$ cat config.mk
export PLATFORM = sky130hd
export DESIGN_NAME = bwc_regs
export DESIGN_NICKNAME = d
export VERILOG_FILES = /design/src/rtl/bwc_pkg.sv /design/src/rtl/bwc_win_if.sv /design/src/rtl/bwc_window_match.sv /design/src/rtl/bwc_regs.sv
export VERILOG_INCLUDE_DIRS = /design/src /design/src/rtl
export SDC_FILE = /design/constraint.sdc
export NUM_CORES = 1
export LEC_CHECK = 0
export ABC_AREA = 1
export CAP_MARGIN = 20
export CORE_MARGIN = 2
export CORE_UTILIZATION = 50
export CTS_CLUSTER_DIAMETER = 80
export DETAILED_ROUTE_END_ITERATION = 6
export DONT_BUFFER_PORTS = 1
export HOLD_SLACK_MARGIN = 0.15
export PLACE_DENSITY_LB_ADDON = 0.05
export SYNTH_ARGS = -nofsm -noshare
export SYNTH_HDL_FRONTEND = slang
export SYNTH_SLANG_ARGS = --single-unit
$ cat constraint.sdc
create_clock -name core_clk_in -period 1.9 [get_ports core_clk_in]
set_input_delay 0.19 -clock core_clk_in [delete_from_list [all_inputs] [get_ports core_clk_in]]
set_output_delay 0.19 -clock core_clk_in [all_outputs]
set_load 0.01 [all_outputs]
$ cat src/rtl/bwc_params.svh
`ifndef BWC_PARAMS_SVH
`define BWC_PARAMS_SVH

// Register byte offsets
`define BWC_OFF_PF_BOTTOM_HIGH  8'h28
`define BWC_OFF_PF_TOP_HIGH     8'h2c
`define BWC_OFF_IO_HIGH         8'h30
`define BWC_OFF_CAP_POINTER     8'h34
`define BWC_OFF_INT_CTRL        8'h3c

// Field positions in the shared dwords
`define BWC_IO_BOTTOM_MSB       15
`define BWC_IO_BOTTOM_LSB       0
`define BWC_IO_TOP_MSB          31
`define BWC_IO_TOP_LSB          16
`define BWC_INT_LINE_MSB        7
`define BWC_INT_LINE_LSB        0
`define BWC_INT_PIN_MSB         15
`define BWC_INT_PIN_LSB         8
`define BWC_CTL_PARITY_BIT      16
`define BWC_CTL_SERR_BIT        17
`define BWC_CTL_ISA_BIT         18

// Values and reset values
`define BWC_RST_PF_HIGH         32'h0000_0000
`define BWC_RST_IO_HIGH         16'h0000
`define BWC_RST_INT_LINE        8'h00
`define BWC_RST_CTL_BIT         1'b0
`define BWC_CAP_POINTER_VAL     8'hdc
`define BWC_INT_PIN_VAL         8'h00

`endif

$ cat src/rtl/bwc_pkg.sv
package bwc_pkg;

   typedef logic [7:0]  bwc_addr_t;
   typedef logic [31:0] bwc_word_t;
   typedef logic [63:0] bwc_mem_addr_t;

endpackage

$ cat src/rtl/bwc_win_if.sv
`timescale 1ns/1ps
`default_nettype none

interface bwc_win_if;
   bwc_pkg::bwc_mem_addr_t pf_base;
   bwc_pkg::bwc_mem_addr_t pf_limit;
   bwc_pkg::bwc_mem_addr_t mem_addr;
   bwc_pkg::bwc_word_t     io_base;
   bwc_pkg::bwc_word_t     io_limit;
   bwc_pkg::bwc_word_t     io_addr;
   logic                   pf_hit;
   logic                   io_in_win;
   logic                   isa_region;

   modport regs (
      output pf_base, pf_limit, mem_addr, io_base, io_limit, io_addr,
      input  pf_hit, io_in_win, isa_region
   );

   modport matcher (
      input  pf_base, pf_limit, mem_addr, io_base, io_limit, io_addr,
      output pf_hit, io_in_win, isa_region
   );
endinterface

`default_nettype wire

$ cat src/rtl/bwc_window_match.sv
`timescale 1ns/1ps
`default_nettype none

module bwc_window_match (
   bwc_win_if.matcher win
);

   function automatic logic bwc_in_range(
      input logic [63:0] base,
      input logic [63:0] limit,
      input logic [63:0] addr
   );
      bwc_in_range = (base <= addr) && (addr <= limit);
   endfunction

   // Window compare, inclusive at both ends
   always_comb begin
      win.pf_hit    = bwc_in_range(win.pf_base, win.pf_limit, win.mem_addr);
      win.io_in_win = bwc_in_range({32'h0000_0000, win.io_base},
                                   {32'h0000_0000, win.io_limit},
                                   {32'h0000_0000, win.io_addr});
   end

   // First 64KB, last 768 bytes of each 1KB block
   always_comb begin
      win.isa_region = (win.io_addr[31:16] == 16'h0000) &&
                       (win.io_addr[9:8] != 2'b00);
   end

endmodule // bwc_window_match

`default_nettype wire

$ cat src/rtl/bwc_regs.sv
// Behaviour
// - Prefetch bottom upper dword, RW, resets zero
// - Prefetch top upper dword, RW, resets zero
// - I/O bottom upper half, RW, resets zero
// - I/O top upper half, RW, resets zero
// - Capability pointer reads fixed DCh
// - Interrupt line byte is plain storage
// - Interrupt pin byte read-only, no pin
// - Parity bit gates secondary parity reporting
// - Error-forward bit gates secondary system error
// - ISA bit acts only in window, below 64KB
// - ISA set blocks last 768 bytes downstream
`timescale 1ns/1ps
`default_nettype none
`include "bwc_params.svh"

module bwc_regs (
   input  wire logic                   core_clk_in,
   input  wire logic                   reset_n_in,
   input  wire bwc_pkg::bwc_addr_t     reg_addr_in,
   input  wire bwc_pkg::bwc_word_t     reg_wdata_in,
   input  wire logic                   reg_wr_in,
   input  wire logic                   reg_rd_in,
   output var  bwc_pkg::bwc_word_t     reg_rdata_out,
   input  wire logic [11:0]            pf_base_low_in,
   input  wire logic [11:0]            pf_limit_low_in,
   input  wire logic [3:0]             io_base_low_in,
   input  wire logic [3:0]             io_limit_low_in,
   input  wire bwc_pkg::bwc_mem_addr_t mem_addr_in,
   input  wire bwc_pkg::bwc_word_t     io_addr_in,
   output var  logic                   pf_hit_out,
   output var  logic                   io_fwd_down_out,
   output var  logic                   io_fwd_up_out,
   input  wire logic                   sec_parity_err_in,
   input  wire logic                   secondary_system_error_n_in,
   output var  logic                   parity_err_report_out,
   output var  logic                   primary_serr_req_out,
   output var  logic                   parity_resp_en_out,
   output var  logic                   isa_enable_out
);

   ////////////////////////////////////////////////////////////////
   // Register storage

   bwc_pkg::bwc_word_t pf_bottom_high;
   bwc_pkg::bwc_word_t pf_top_high;
   logic [15:0]        io_bottom_high;
   logic [15:0]        io_top_high;
   logic [7:0]         int_line;
   logic               parity_resp_en;
   logic               serr_fwd_en;
   logic               isa_en;
   logic               serr_meta_n;
   logic               serr_sync_n;
   bwc_pkg::bwc_word_t next_rdata;

   logic wr_pf_bottom;
   logic wr_pf_top;
   logic wr_io;
   logic wr_int_ctrl;

   assign wr_pf_bottom = reg_wr_in && (reg_addr_in == `BWC_OFF_PF_BOTTOM_HIGH);
   assign wr_pf_top    = reg_wr_in && (reg_addr_in == `BWC_OFF_PF_TOP_HIGH);
   assign wr_io        = reg_wr_in && (reg_addr_in == `BWC_OFF_IO_HIGH);
   assign wr_int_ctrl  = reg_wr_in && (reg_addr_in == `BWC_OFF_INT_CTRL);

   always_ff @(posedge core_clk_in) begin
      if (!reset_n_in) begin
         pf_bottom_high <= `BWC_RST_PF_HIGH;
      end else if (wr_pf_bottom) begin
         pf_bottom_high <= reg_wdata_in;
      end
   end

   always_ff @(posedge core_clk_in) begin
      if (!reset_n_in) begin
         pf_top_high <= `BWC_RST_PF_HIGH;
      end else if (wr_pf_top) begin
         pf_top_high <= reg_wdata_in;
      end
   end

   always_ff @(posedge core_clk_in) begin
      if (!reset_n_in) begin
         io_bottom_high <= `BWC_RST_IO_HIGH;
         io_top_high    <= `BWC_RST_IO_HIGH;
      end else if (wr_io) begin
         io_bottom_high <= reg_wdata_in[`BWC_IO_BOTTOM_MSB:`BWC_IO_BOTTOM_LSB];
         io_top_high    <= reg_wdata_in[`BWC_IO_TOP_MSB:`BWC_IO_TOP_LSB];
      end
   end

   // Interrupt line plus low bridge control bits; pin byte ignores writes
   always_ff @(posedge core_clk_in) begin
      if (!reset_n_in) begin
         int_line       <= `BWC_RST_INT_LINE;
         parity_resp_en <= `BWC_RST_CTL_BIT;
         serr_fwd_en    <= `BWC_RST_CTL_BIT;
         isa_en         <= `BWC_RST_CTL_BIT;
      end else if (wr_int_ctrl) begin
         int_line       <= reg_wdata_in[`BWC_INT_LINE_MSB:`BWC_INT_LINE_LSB];
         parity_resp_en <= reg_wdata_in[`BWC_CTL_PARITY_BIT];
         serr_fwd_en    <= reg_wdata_in[`BWC_CTL_SERR_BIT];
         isa_en         <= reg_wdata_in[`BWC_CTL_ISA_BIT];
      end
   end

   ////////////////////////////////////////////////////////////////
   // Read path, data one cycle after the strobe, zero otherwise

   always_comb begin
      next_rdata = 32'h0000_0000;
      if (reg_rd_in) begin
         case (reg_addr_in)
            `BWC_OFF_PF_BOTTOM_HIGH: begin
               next_rdata = pf_bottom_high;
            end
            `BWC_OFF_PF_TOP_HIGH: begin
               next_rdata = pf_top_high;
            end
            `BWC_OFF_IO_HIGH: begin
               next_rdata = {io_top_high, io_bottom_high};
            end
            `BWC_OFF_CAP_POINTER: begin
               next_rdata = {24'h00_0000, `BWC_CAP_POINTER_VAL};
            end
            `BWC_OFF_INT_CTRL: begin
               next_rdata = {13'h0000, isa_en, serr_fwd_en, parity_resp_en,
                             `BWC_INT_PIN_VAL, int_line};
            end
            default: begin
               next_rdata = 32'h0000_0000;
            end
         endcase
      end
   end

   always_ff @(posedge core_clk_in) begin
      if (!reset_n_in) begin
         reg_rdata_out <= 32'h0000_0000;
      end else begin
         reg_rdata_out <= next_rdata;
      end
   end

   ////////////////////////////////////////////////////////////////
   // Window decode

   bwc_win_if win ();

   always_comb begin
      win.pf_base  = {pf_bottom_high, pf_base_low_in, 20'h0_0000};
      win.pf_limit = {pf_top_high, pf_limit_low_in, 20'hf_ffff};
      win.io_base  = {io_bottom_high, io_base_low_in, 12'h000};
      win.io_limit = {io_top_high, io_limit_low_in, 12'hfff};
      win.mem_addr = mem_addr_in;
      win.io_addr  = io_addr_in;
   end

   bwc_window_match u_match (
      .win (win.matcher)
   );

   always_ff @(posedge core_clk_in) begin
      if (!reset_n_in) begin
         pf_hit_out <= 1'b0;
      end else begin
         pf_hit_out <= win.pf_hit;
      end
   end

   // ISA blocking only inside the window and the first 64KB
   always_ff @(posedge core_clk_in) begin
      if (!reset_n_in) begin
         io_fwd_down_out <= 1'b0;
         io_fwd_up_out   <= 1'b0;
      end else begin
         io_fwd_down_out <= win.io_in_win &&
                            !(isa_en && win.isa_region);
         io_fwd_up_out   <= !win.io_in_win ||
                            (isa_en && win.isa_region);
      end
   end

   ////////////////////////////////////////////////////////////////
   // Error gating

   always_ff @(posedge core_clk_in) begin
      if (!reset_n_in) begin
         serr_meta_n <= 1'b1;
         serr_sync_n <= 1'b1;
      end else begin
         serr_meta_n <= secondary_system_error_n_in;
         serr_sync_n <= serr_meta_n;
      end
   end

   always_ff @(posedge core_clk_in) begin
      if (!reset_n_in) begin
         primary_serr_req_out <= 1'b0;
      end else begin
         primary_serr_req_out <= serr_fwd_en && !serr_sync_n;
      end
   end

   always_ff @(posedge core_clk_in) begin
      if (!reset_n_in) begin
         parity_err_report_out <= 1'b0;
      end else begin
         parity_err_report_out <= parity_resp_en && sec_parity_err_in;
      end
   end

   always_ff @(posedge core_clk_in) begin
      if (!reset_n_in) begin
         parity_resp_en_out <= 1'b0;
         isa_enable_out     <= 1'b0;
      end else begin
         parity_resp_en_out <= parity_resp_en;
         isa_enable_out     <= isa_en;
      end
   end

   ////////////////////////////////////////////////////////////////
   // Checks

   pf_bottom_wr_a: assert property (@(posedge core_clk_in) disable iff (!reset_n_in)
      reg_wr_in && (reg_addr_in == `BWC_OFF_PF_BOTTOM_HIGH) ##1 reg_rd_in &&
      (reg_addr_in == `BWC_OFF_PF_BOTTOM_HIGH) && !reg_wr_in
      |=> reg_rdata_out == $past(reg_wdata_in, 2))
      else $error("prefetch bottom readback wrong");

   pf_top_wr_a: assert property (@(posedge core_clk_in) disable iff (!reset_n_in)
      wr_pf_top |=> pf_top_high == $past(reg_wdata_in))
      else $error("prefetch top not stored");

   io_bottom_wr_a: assert property (@(posedge core_clk_in) disable iff (!reset_n_in)
      wr_io |=> io_bottom_high == $past(reg_wdata_in[15:0]))
      else $error("io bottom not stored");

   io_top_rd_a: assert property (@(posedge core_clk_in) disable iff (!reset_n_in)
      reg_rd_in && (reg_addr_in == `BWC_OFF_IO_HIGH)
      |=> reg_rdata_out[31:16] == $past(io_top_high))
      else $error("io top readback wrong");

   cap_ptr_rd_a: assert property (@(posedge core_clk_in) disable iff (!reset_n_in)
      reg_rd_in && (reg_addr_in == `BWC_OFF_CAP_POINTER)
      |=> reg_rdata_out == 32'h0000_00dc)
      else $error("capability pointer not DCh");

   int_line_rd_a: assert property (@(posedge core_clk_in) disable iff (!reset_n_in)
      wr_int_ctrl ##1 (reg_rd_in && (reg_addr_in == `BWC_OFF_INT_CTRL))
      |=> reg_rdata_out[7:0] == $past(reg_wdata_in[7:0], 2))
      else $error("interrupt line not kept");

   int_pin_ro_a: assert property (@(posedge core_clk_in) disable iff (!reset_n_in)
      reg_rd_in && (reg_addr_in == `BWC_OFF_INT_CTRL)
      |=> reg_rdata_out[15:8] == 8'h00)
      else $error("interrupt pin not zero");

   parity_gate_a: assert property (@(posedge core_clk_in) disable iff (!reset_n_in)
      sec_parity_err_in |=> parity_err_report_out == $past(parity_resp_en))
      else $error("parity reporting not gated");

   serr_fwd_a: assert property (@(posedge core_clk_in) disable iff (!reset_n_in)
      (serr_fwd_en && !secondary_system_error_n_in)[*3]
      |=> primary_serr_req_out)
      else $error("system error not forwarded");

   serr_block_a: assert property (@(posedge core_clk_in) disable iff (!reset_n_in)
      !serr_fwd_en |=> !primary_serr_req_out)
      else $error("system error leaked");

   isa_scope_a: assert property (@(posedge core_clk_in) disable iff (!reset_n_in)
      (io_addr_in[31:16] != 16'h0000) |=> io_fwd_down_out == $past(win.io_in_win))
      else $error("ISA block outside 64KB");

   isa_block_a: assert property (@(posedge core_clk_in) disable iff (!reset_n_in)
      isa_en && win.io_in_win && (io_addr_in[31:16] == 16'h0000) &&
      (io_addr_in[9:8] != 2'b00) |=> !io_fwd_down_out && io_fwd_up_out)
      else $error("ISA alias not blocked");

   pf_hit_a: assert property (@(posedge core_clk_in) disable iff (!reset_n_in)
      1'b1 |=> pf_hit_out == (($past(win.pf_base) <= $past(mem_addr_in)) &&
                              ($past(mem_addr_in) <= $past(win.pf_limit))))
      else $error("prefetch window compare wrong");

   reset_clear_a: assert property (@(posedge core_clk_in)
      !reset_n_in |=> (reg_rdata_out == 32'h0000_0000) && (pf_bottom_high == 32'h0000_0000) &&
      (pf_top_high == 32'h0000_0000) && !primary_serr_req_out && !parity_err_report_out)
      else $error("state not cleared by reset");

   pf_bottom_keep_a: assert property (@(posedge core_clk_in) disable iff (!reset_n_in)
      wr_pf_bottom
      |=> pf_bottom_high == $past(reg_wdata_in))
      else $error("prefetch bottom not stored");

   pf_top_rd_a: assert property (@(posedge core_clk_in) disable iff (!reset_n_in)
      reg_rd_in && (reg_addr_in == `BWC_OFF_PF_TOP_HIGH)
      |=> reg_rdata_out == $past(pf_top_high))
      else $error("prefetch top readback wrong");

   io_bottom_rd_a: assert property (@(posedge core_clk_in) disable iff (!reset_n_in)
      reg_rd_in && (reg_addr_in == `BWC_OFF_IO_HIGH)
      |=> reg_rdata_out[15:0] == $past(io_bottom_high))
      else $error("io bottom readback wrong");

   io_top_wr_a: assert property (@(posedge core_clk_in) disable iff (!reset_n_in)
      wr_io
      |=> io_top_high == $past(reg_wdata_in[31:16]))
      else $error("io top not stored");

   ctrl_rd_a: assert property (@(posedge core_clk_in) disable iff (!reset_n_in)
      reg_rd_in && (reg_addr_in == `BWC_OFF_INT_CTRL)
      |=> (reg_rdata_out[31:19] == 13'h0000) &&
      (reg_rdata_out[18:16] == $past({isa_en, serr_fwd_en, parity_resp_en})))
      else $error("control bits readback wrong");

   parity_block_a: assert property (@(posedge core_clk_in) disable iff (!reset_n_in)
      !parity_resp_en
      |=> !parity_err_report_out)
      else $error("parity reported while ignored");

   parity_mirror_a: assert property (@(posedge core_clk_in) disable iff (!reset_n_in)
      1'b1
      |=> parity_resp_en_out == $past(parity_resp_en))
      else $error("parity enable copy wrong");

   serr_release_a: assert property (@(posedge core_clk_in) disable iff (!reset_n_in)
      serr_sync_n
      |=> !primary_serr_req_out)
      else $error("system error held after release");

   isa_mirror_a: assert property (@(posedge core_clk_in) disable iff (!reset_n_in)
      1'b1
      |=> isa_enable_out == $past(isa_en))
      else $error("ISA enable copy wrong");

   isa_clear_a: assert property (@(posedge core_clk_in) disable iff (!reset_n_in)
      !isa_en
      |=> io_fwd_down_out == $past(win.io_in_win))
      else $error("window not fully forwarded");

   io_outside_a: assert property (@(posedge core_clk_in) disable iff (!reset_n_in)
      !win.io_in_win
      |=> io_fwd_up_out && !io_fwd_down_out)
      else $error("outside io address forwarded down");

endmodule // bwc_regs

`default_nettype wire

==> results.cfg, run 1 <==
[outcome]
outcome = completed

[yosys]
yosys.area.top_type = dfxtp_1
synth_most_common_cell = nand2_1
postSynthNetCount = 1567
synth-seq-cells = 148
synth.yosys.warnings = 0
avgSynthCellArea_um2 = 7.096
synth.distinct_cells = 38
yosys.area.top_type_share_pct = 33.01
synth_area_mm2 = 0.008976
synthTopCellsByCount = nand2_1, inv_1, nor2_1
ys_async_sr_fraction_pct = 0
synth_edf_count = 0
ys_seq_area_share_pct = 33.01
yosys-top-cells-area = dfxtp_1, ha_1, nand2_1, inv_1, a21oi_1
synth_ff_type = dfxtp_1
netlist_instances = 1265

[detailed_routing]
final_antenna_net_count = 0
top_layer_used = met4
dr.pass1.iters = 4
drtIter0Drc = 413
vias = 8111
post_drt_wl_per_cell_um = 16.90
wl_met1_um = 11920
avgViaCountPerCell = 5.257
wl_met2_um = 12030
dr_wl_met3_um = 1761
routed_wl_um = 26070
drc = 0

[cts]
cts_made_buffers = 17
postCtsSetupBuffers = 0
clkLatencyLatePin_ns = 0.43
clock_sinks = 148
cts_tree = built
cts_root_buf = clkbuf_16
cts_buffer_depth = 2
path_clk_slew_ns = 0.06
h-tree-depth = 4

[global_routing]
grt_first_pass_wirelength_um = 40280
grt_usage_pct = 27.87
gr-total-overflow = 0
antenna_found_initial = 1
grt_max_degree = 104
grt_pass1_vias = 7612

[sta]
hold_violations = 0
slew_headroom_pct = 40.97
skew_ns = 0.005401
min_period_ns = 1.717
setup_violations = 0
worst_pin_slew_ns = 0.8841
fin_crit_sh_pct = 90.35
worst_slack_ns = 0.1834
fin_setup_tns_ns = 0
hold_ws_ns = 0.1598
max_freq_mhz = 582.6
slew_viol_final = 0
rsz0062_at_grt = no

[setup_path]
worstSetupPathType = reg2reg
crit_path_start = pf_top_high[23]
end_kind = flip-flop
arrival_ns = 2.09
r2r_start = pf_top_high[23]
reg2reg_slack_ns = 0.18
crit_required_ns = 2.27
crit_fanout = 3
start_kind = flip-flop
r2r_cells = 10
r2r-end = pf_hit_out

[worst_hold_path]
hold-path-endpoint = io_fwd_up_out
hold_depth = 3
hold_start = reset_n_in
hold_path_class = in2reg

[place]
gp_congestion = 0.8567
post-dp-hpwl_um = 19520
place_ws_ns = 0.2028
portBuffers = 0
placed_cells = 1464

[floorplan]
coreArea_mm2 = 0.01742
die-area_mm2 = 0.01904
die_w_um = 138.0
rows = 48
start_util_pct = 51.54
die_h_um = 138.0
io_pins = 213

[layout]
nets = 1607
layoutNonFillerInstCount = 1543
area_growth_pct = 14.33
layout-drive-gt1-share_pct = 5.087

[power_and_ir_drop]
p_leak_nw = 4.847
power_density_mw_per_mm2 = 688.5
ir_worst_vdd_mv = 0.6321

[run]
cap_violations = 0
==> metal layers <==
metal / track usage [%] / up-vias
met3: 6.981 / 26
li1: - / 4213
met1: 37.19 / 3642
met5: 0 / -
met4: 7.483 / 0
met2: 44.88 / 230
==> report_power, final <==
| part | total [mW] | switching [mW] | leakage, nW | internal (mW) |
|---|---|---|---|---|
| registers | 3.12 | 0.00757 | 1.19 | 3.11 |
| logic | 0.622 | 0.353 | 3.38 | 0.268 |
| clock network | 3.32 | 1.36 | 0.271 | 1.96 |
| total | 7.07 | 1.72 | 4.85 | 5.34 |
==> timing repair <==
action,CTS,global route
hold buffers,47,0
setup endpoints to repair,0,1
hold endpoints to repair,114,0
gates resized for setup,0,2
==> final cells by class <==
type	count	area, um^2
diodes	1	2.502
clock buffers	19	442.9
clock inverters	12	131.4
fillers	1708	7154
inverters	208	780.7
multi-input cells	867	5040
flip-flops and latches	148	2963
well taps	225	281.5
repair buffers	63	620.6
==> stage by stage <==
step / util [%] / instance area, um^2 / power, mW
2_1_floorplan: - / 8976 / 3.589
3_3_place_gp: 52.78 / 9193 / 3.658
3_5_place_dp: 52.78 / 9193 / 3.667
4_1_cts: 58.88 / 10250 / 7.089
5_1_grt: 58.92 / 10260 / 7.336
6_report: 58.92 / 10260 / 7.066
==> critical path: stages (launching register included) <==
cell     delay, ns
dfxtp_1       0.31
inv_1         0.06
ha_1          0.29
nand2_1       0.08
nor2_1        0.24
nand4_1       0.12
nor2_1        0.19
nand4_1       0.12
nor2_1        0.10
nor2_1        0.05
nor2_1        0.08
==> sequential cells by signal, summed over array words and instances (netlist names) <==
| signal | count |
|---|---|
| pf_bottom_high | 32 |
| pf_top_high | 32 |
| reg_rdata_out | 32 |
| io_bottom_high | 16 |
| io_top_high | 16 |
| int_line | 8 |
| io_fwd_down_out | 1 |
| io_fwd_up_out | 1 |
| isa_en | 1 |
| isa_enable_out | 1 |
| parity_err_report_out | 1 |
| parity_resp_en | 1 |
| parity_resp_en_out | 1 |
| pf_hit_out | 1 |
| primary_serr_req_out | 1 |
| serr_fwd_en | 1 |
| serr_meta_n | 1 |
| serr_sync_n | 1 |
==> worst max-delay path by stage <==
stage,endpoint,slack [ns],depth (start not counted)
after floorplan,pf_hit_out,0.43,13
after global placement,pf_hit_out,0.21,10
after detailed placement,pf_hit_out,0.20,13
after CTS,pf_hit_out,0.20,13
after global routing,pf_hit_out,0.002,13
final,pf_hit_out,0.18,10
==> cells by family after synthesis <==
| kind of cell | count (synthesis) | synth area share, % |
|---|---|---|
| and+or+nand+nor | 445 | 20.59 |
| AOI/OAI and AO/OA | 294 | 17.66 |
| buffers and inverters | 250 | 10.90 |
| DFF | 148 | 33.01 |
| adders and majority gates | 128 | 17.84 |
==> placed cells by master (no fill, tap or decap), types with 6 or more instances in the layout <==
master / Yosys / layout
nand2_1: 216 / 215
buf_4: 4 / 15
nand4_1: 21 / 21
ha_1: 128 / 128
a21oi_1: 133 / 133
nor4_1: 8 / 8
clkbuf_16: 0 / 17
inv_2: 6 / 6
o21ai_0: 102 / 102
o221ai_1: 14 / 14
nand3_1: 24 / 24
dlygate4sd3_1: 0 / 46
o21ai_1: 23 / 23
dfxtp_1: 148 / 148
nor2_1: 156 / 155
nor3_1: 7 / 7
inv_1: 201 / 201
(Power assumes the default switching activity.)
==> run 2, diff against run 1 <==
CORE_ASPECT_RATIO = 0.6   (was default)
CORE_MARGIN = 1.5   (was 2)
CORE_UTILIZATION = 60   (was 50)
==> run 2 against run 1 <==
Sequential power hardly changed. Power is 4.0% higher. Sequential cell count stayed put. Utilization is 12 points higher. Die area is 17% lower. Maximum frequency is 3.9% lower. Via count is 5.5% higher. Cell count is 1.7% lower. Global-route usage is 7.4 points higher. Count of clock-buffer cells in the layout stayed put. Critical path depth is 2 higher. Clock skew is 0.0035 ns higher. Largest power group unchanged.
==> results.cfg, run 2 (synthesized netlist as in run 1, its figures left out) <==
[cts]
cts_buffer_depth = 2
clkLatencyLatePin_ns = 0.43
cts_tree = built
path_clk_slew_ns = 0.06
cts_made_buffers = 17
cts_root_buf = clkbuf_16
clock_sinks = 148
h-tree-depth = 4

[global_routing]
gr-total-overflow = 0
grt_usage_pct = 35.31
grt_first_pass_wirelength_um = 42750
grt_max_degree = 104
antenna_found_initial = 0
grt_pass1_vias = 8130

[power_and_ir_drop]
p_int_mw = 5.513
power_density_mw_per_mm2 = 714.2
p_sw_mw = 1.832
pwr-share-comb_pct = 8.8
seqPwrFrac_pct = 42.5
clockPowerShare_pct = 48.7
switching_share_pct = 24.95
ir_worst_vdd_mv = 0.4669
p_leak_nw = 4.884

[setup_path]
path_depth = 12
max_stage_delay_ns = 0.32
crit_fanout = 3
worstSetupPathType = reg2reg
crit_family = simple AND/OR/NAND/NOR gates
path_cells = inv_1 > ha_1 > nand2_1 > nor2_1 > buf_4 > nand2_1 > nand2_1 > nand2_1 > a21oi_1 > nor2_1 > nor2_1 > nor2_1
end_kind = flip-flop
worst-path-buf-inv = 2
arrival_ns = 2.11
cp_slowest_cell = dfxtp_1
start_kind = flip-flop
r2r_cells = 12
crit_required_ns = 2.22

[detailed_routing]
post_drt_wl_per_cell_um = 18.22
final_antenna_net_count = 0
dr.pass1.iters = 6
avgViaCountPerCell = 5.639
drtIter0Drc = 737
vias = 8554
drc = 0
routed_wl_um = 27640

[place]
gp_congestion = 0.9171
placed_cells = 1438
portBuffers = 0
post-dp-hpwl_um = 20360

[floorplan]
io_pins = 213
coreArea_mm2 = 0.01455
rows = 34
die_w_um = 160.9
die_h_um = 97.74
start_util_pct = 61.70
die-area_mm2 = 0.01573

[layout]
area_growth_pct = 14.58
layout_commonest_cell = nand2_1
fillCellCount = 1264
antenna_cells = 0
top_regs = pf_bottom_high (32), pf_top_high (32), reg_rdata_out (32)
layoutNonFillerInstCount = 1517
layout-drive-gt1-share_pct = 5.155
nets = 1608
final_cell_mix = nand2_1, inv_1, nor2_1, dfxtp_1, a21oi_1

[sta]
hold_violations = 0
fin_setup_tns_ns = 0
slew_viol_final = 0
worst_pin_slew_ns = 0.8656
skew_ns = 0.008858
max_freq_mhz = 559.8
slew_headroom_pct = 42.21
setup_violations = 0
fin_crit_sh_pct = 94.01
hold_ws_ns = 0.1293
min_period_ns = 1.786
rsz0062_at_grt = no

[worst_hold_path]
hold_depth = 3
hold_path_class = in2reg

[outcome]
outcome = completed

[run]
cap_violations = 0
run 2: cell count changes in the layout (fill, tap and decap cells not counted), sizes merged:
| cell | delta |
|---|---|
| inv | +4 |
| buf | +1 |
| clkinv | -1 |
| bufinv | +1 |
| diode | -1 |
| clkinvlp | -3 |
run 2: power groups by stage:
| stage | registers (mW) | clock network, mW | logic [mW] |
|---|---|---|---|
| after floorplan | 3.19 | 0 | 0.400 |
| after global placement | 3.19 | 0 | 0.466 |
| after detailed placement | 3.19 | 0 | 0.482 |
| after CTS | 3.12 | 3.58 | 0.630 |
| after global routing | 3.12 | 3.72 | 0.738 |
| final | 3.12 | 3.58 | 0.644 |
run 2: worst paths after layout:
check	to	startpoint	slack, ns
max	pf_hit_out	pf_top_high[7]	0.11
min	io_fwd_up_out	reset_n_in	0.13
max reg2reg	pf_hit_out	pf_top_high[7]	0.11
min reg2reg	primary_serr_req_out	serr_sync_n	0.40
run 2: layout make-up:
cell class	instances	area (um^2)	area share, %
Clock buffer	19	442.9	4.307
Clock inverter	13	172.7	1.679
Inverter	208	780.7	7.591
Multi-Input combinational cell	867	5037	48.98
Sequential cell	148	2963	28.81
Tap cell	198	247.7	2.409
Timing Repair Buffer	64	640.6	6.229
run 2: per-layer routing:
layer,up-vias,wire length (um),GRT usage (%)
met5,-,0,0
met4,0,401,8.547
met3,39,3947,14.91
met2,458,10730,50.07
met1,3833,12560,49.35
li1,4224,-,-
run 2: stage by stage:
stage,util (%),worst slack [ns],power [mW],instance area (um^2)
after detailed placement,63.09,0.2031,3.673,9179
final,70.69,0.1138,7.346,10280
after CTS,70.67,0.1816,7.331,10280
after floorplan,-,0.4335,3.589,8976
after global placement,63.09,0.2428,3.657,9179
after global routing,70.69,0.01601,7.579,10280
run 2: worst register-to-register path: stages, from the launching register on:
cell     delay, ns
dfxtp_1       0.32
inv_1         0.08
ha_1          0.30
nand2_1       0.08
nor2_1        0.14
buf_4         0.17
nand2_1       0.06
nand2_1       0.12
nand2_1       0.07
a21oi_1       0.16
nor2_1        0.06
nor2_1        0.08
nor2_1        0.05
run 2: timing repair:
| action | 4_1_cts | 5_1_grt |
|---|---|---|
| endpoints found under the setup margin | 0 | 1 |
| gates resized for setup | 0 | 1 |
| hold buffers | 47 | 0 |
| buffers inserted | 0 | 0 |
| hold endpoints to repair | 114 | 0 |
==> run 3, diff against run 2 <==
CORE_MARGIN = 5   (was 1.5)
==> run 3 against run 2 <==
The flow now finishes with violations (design-rule violations). Power fell by 3.2%. Sequential share of layout area fell by 0.13 points. Maximum frequency up 3.5%. Sequential cell count is the same. Critical path depth rose by 1. Via count rose by 1.5%. Critical path type unchanged.
==> results.cfg, run 3 (synthesized netlist as in run 1, its figures left out) <==
[setup_path]
arrival_ns = 2.04
start_kind = flip-flop
r2r_cells = 13
crit_required_ns = 2.22
max_stage_delay_ns = 0.31
path_cells = inv_1 > ha_1 > nand2_1 > nor2_2 > nand2_1 > inv_1 > nand3_1 > nor2_1 > nand2_1 > nand2_1 > nor2_1 > nor2_1 > nor2_1
worst-path-buf-inv = 2
crit_fanout = 3
end_kind = flip-flop
crit_family = simple AND/OR/NAND/NOR gates
worstSetupPathType = reg2reg
path_depth = 13
cp_slowest_cell = dfxtp_1

[power_and_ir_drop]
power_mw = 7.113
ir_worst_vdd_mv = 0.5682
p_leak_nw = 4.904
power_density_mw_per_mm2 = 688.6

[detailed_routing]
drc = 5
drtIter0Drc = 807
top_layer_used = met5
avgViaCountPerCell = 5.693
vias = 8682
final_antenna_net_count = 0
dr.pass1.iters = 7
post_drt_wl_per_cell_um = 18.55
routed_wl_um = 28300
wl_met2_um = 10800
wl_met1_um = 12790
dr_wl_met3_um = 4296

[sta]
setup_violations = 0
hold_violations = 0
slew_headroom_pct = 41.31
hold_ws_ns = 0.1410
rsz0062_at_grt = no
max_freq_mhz = 579.2
skew_ns = 0.01599
worst_slack_ns = 0.1734
fin_crit_sh_pct = 90.87
min_period_ns = 1.727
slew_viol_final = 0
worst_pin_slew_ns = 0.8803
fin_setup_tns_ns = 0

[floorplan]
die_h_um = 104.7
start_util_pct = 61.52
coreArea_mm2 = 0.01459
rows = 34
io_pins = 213
die-area_mm2 = 0.01759
die_w_um = 167.9

[layout]
top_regs = pf_bottom_high (32), pf_top_high (32), reg_rdata_out (32)
fillCellCount = 1243
layoutNonFillerInstCount = 1525
nets = 1616
seq_area_mm2 = 0.002963
antenna_cells = 0
layout-drive-gt1-share_pct = 5.275
final_cell_mix = nand2_1, inv_1, nor2_1, dfxtp_1, a21oi_1
layout_commonest_cell = nand2_1
multi_input_area_mm2 = 0.005037
area_growth_pct = 15.08

[global_routing]
gr-total-overflow = 0
grt_pass1_vias = 7963
grt_first_pass_wirelength_um = 43670
grt_usage_pct = 31.28
grt_max_degree = 104
antenna_found_initial = 2

[outcome]
violations = design-rule violations
outcome = finished, violations left

[cts]
path_clk_slew_ns = 0.06
cts_buffer_depth = 2
cts_tree = built
clkLatencyLatePin_ns = 0.43
cts_made_buffers = 17
cts_root_buf = clkbuf_16
h-tree-depth = 4
clock_sinks = 148

[worst_hold_path]
hold_path_class = in2reg
hold_depth = 3

[place]
gp_congestion = 0.9102
place_ws_ns = 0.1805
portBuffers = 0
post-dp-hpwl_um = 21250
placed_cells = 1439

[run]
cap_violations = 0
## run 3: cell count changes in the layout (fill, tap and decap cells not counted), sizes merged
cell	before	now
dlygate4sd3	46	53
clkbuf	19	18
buf	18	19
clkinvlp	1	2
bufinv	3	1
clkinv	5	7
## run 3: through the flow
| step | instance area [um^2] | util [%] |
|---|---|---|
| 3_5_place_dp | 9186 | 62.96 |
| 2_1_floorplan | 8976 | - |
| 3_3_place_gp | 9186 | 62.96 |
| 5_1_grt | 10330 | 70.79 |
| 4_1_cts | 10330 | 70.78 |
| 6_report | 10330 | 70.79 |
## run 3: per-layer routing
metal | GRT usage, % | vias to the layer above
met3 | 12.42 | 46
met5 | 0 | -
met2 | 42.90 | 466
met4 | 7.528 | 4
met1 | 45.72 | 3916
li1 | - | 4250
## run 3: where the power goes
group	internal, mW	switching [mW]	total, mW
clock network	1.87	1.46	3.34
logic	0.280	0.372	0.652
registers	3.11	0.00910	3.12
total	5.27	1.85	7.11
## run 3: worst paths after layout
check | startpoint | endpoint | slack, ns
worst max-delay path | pf_top_high[27] | pf_hit_out | 0.17
worst min-delay path | reset_n_in | isa_enable_out | 0.14
worst max register to register | pf_top_high[27] | pf_hit_out | 0.17
worst min register to register | serr_sync_n | primary_serr_req_out | 0.40
## run 3: layout make-up
cell class	count	share of cell area, %
multi-input combinational	867	48.76
sequential	148	28.68
inverter	208	7.558
timing repair buffer	72	6.953
clock buffer	18	4.251
tap	198	2.398
clock inverter	14	1.393
## run 3: worst min-delay path: stages
cell and delay (ns):
buf_16 0.17, nand2_1 0.11, inv_1 0.03
## run 3: timing repair
action / 4_1_cts / 5_1_grt
hold buffers: 54 / 0
setup endpoints to repair: 0 / 1
buffers inserted: 0 / 0
gates resized for setup: 0 / 1
hold endpoints to repair: 114 / 0
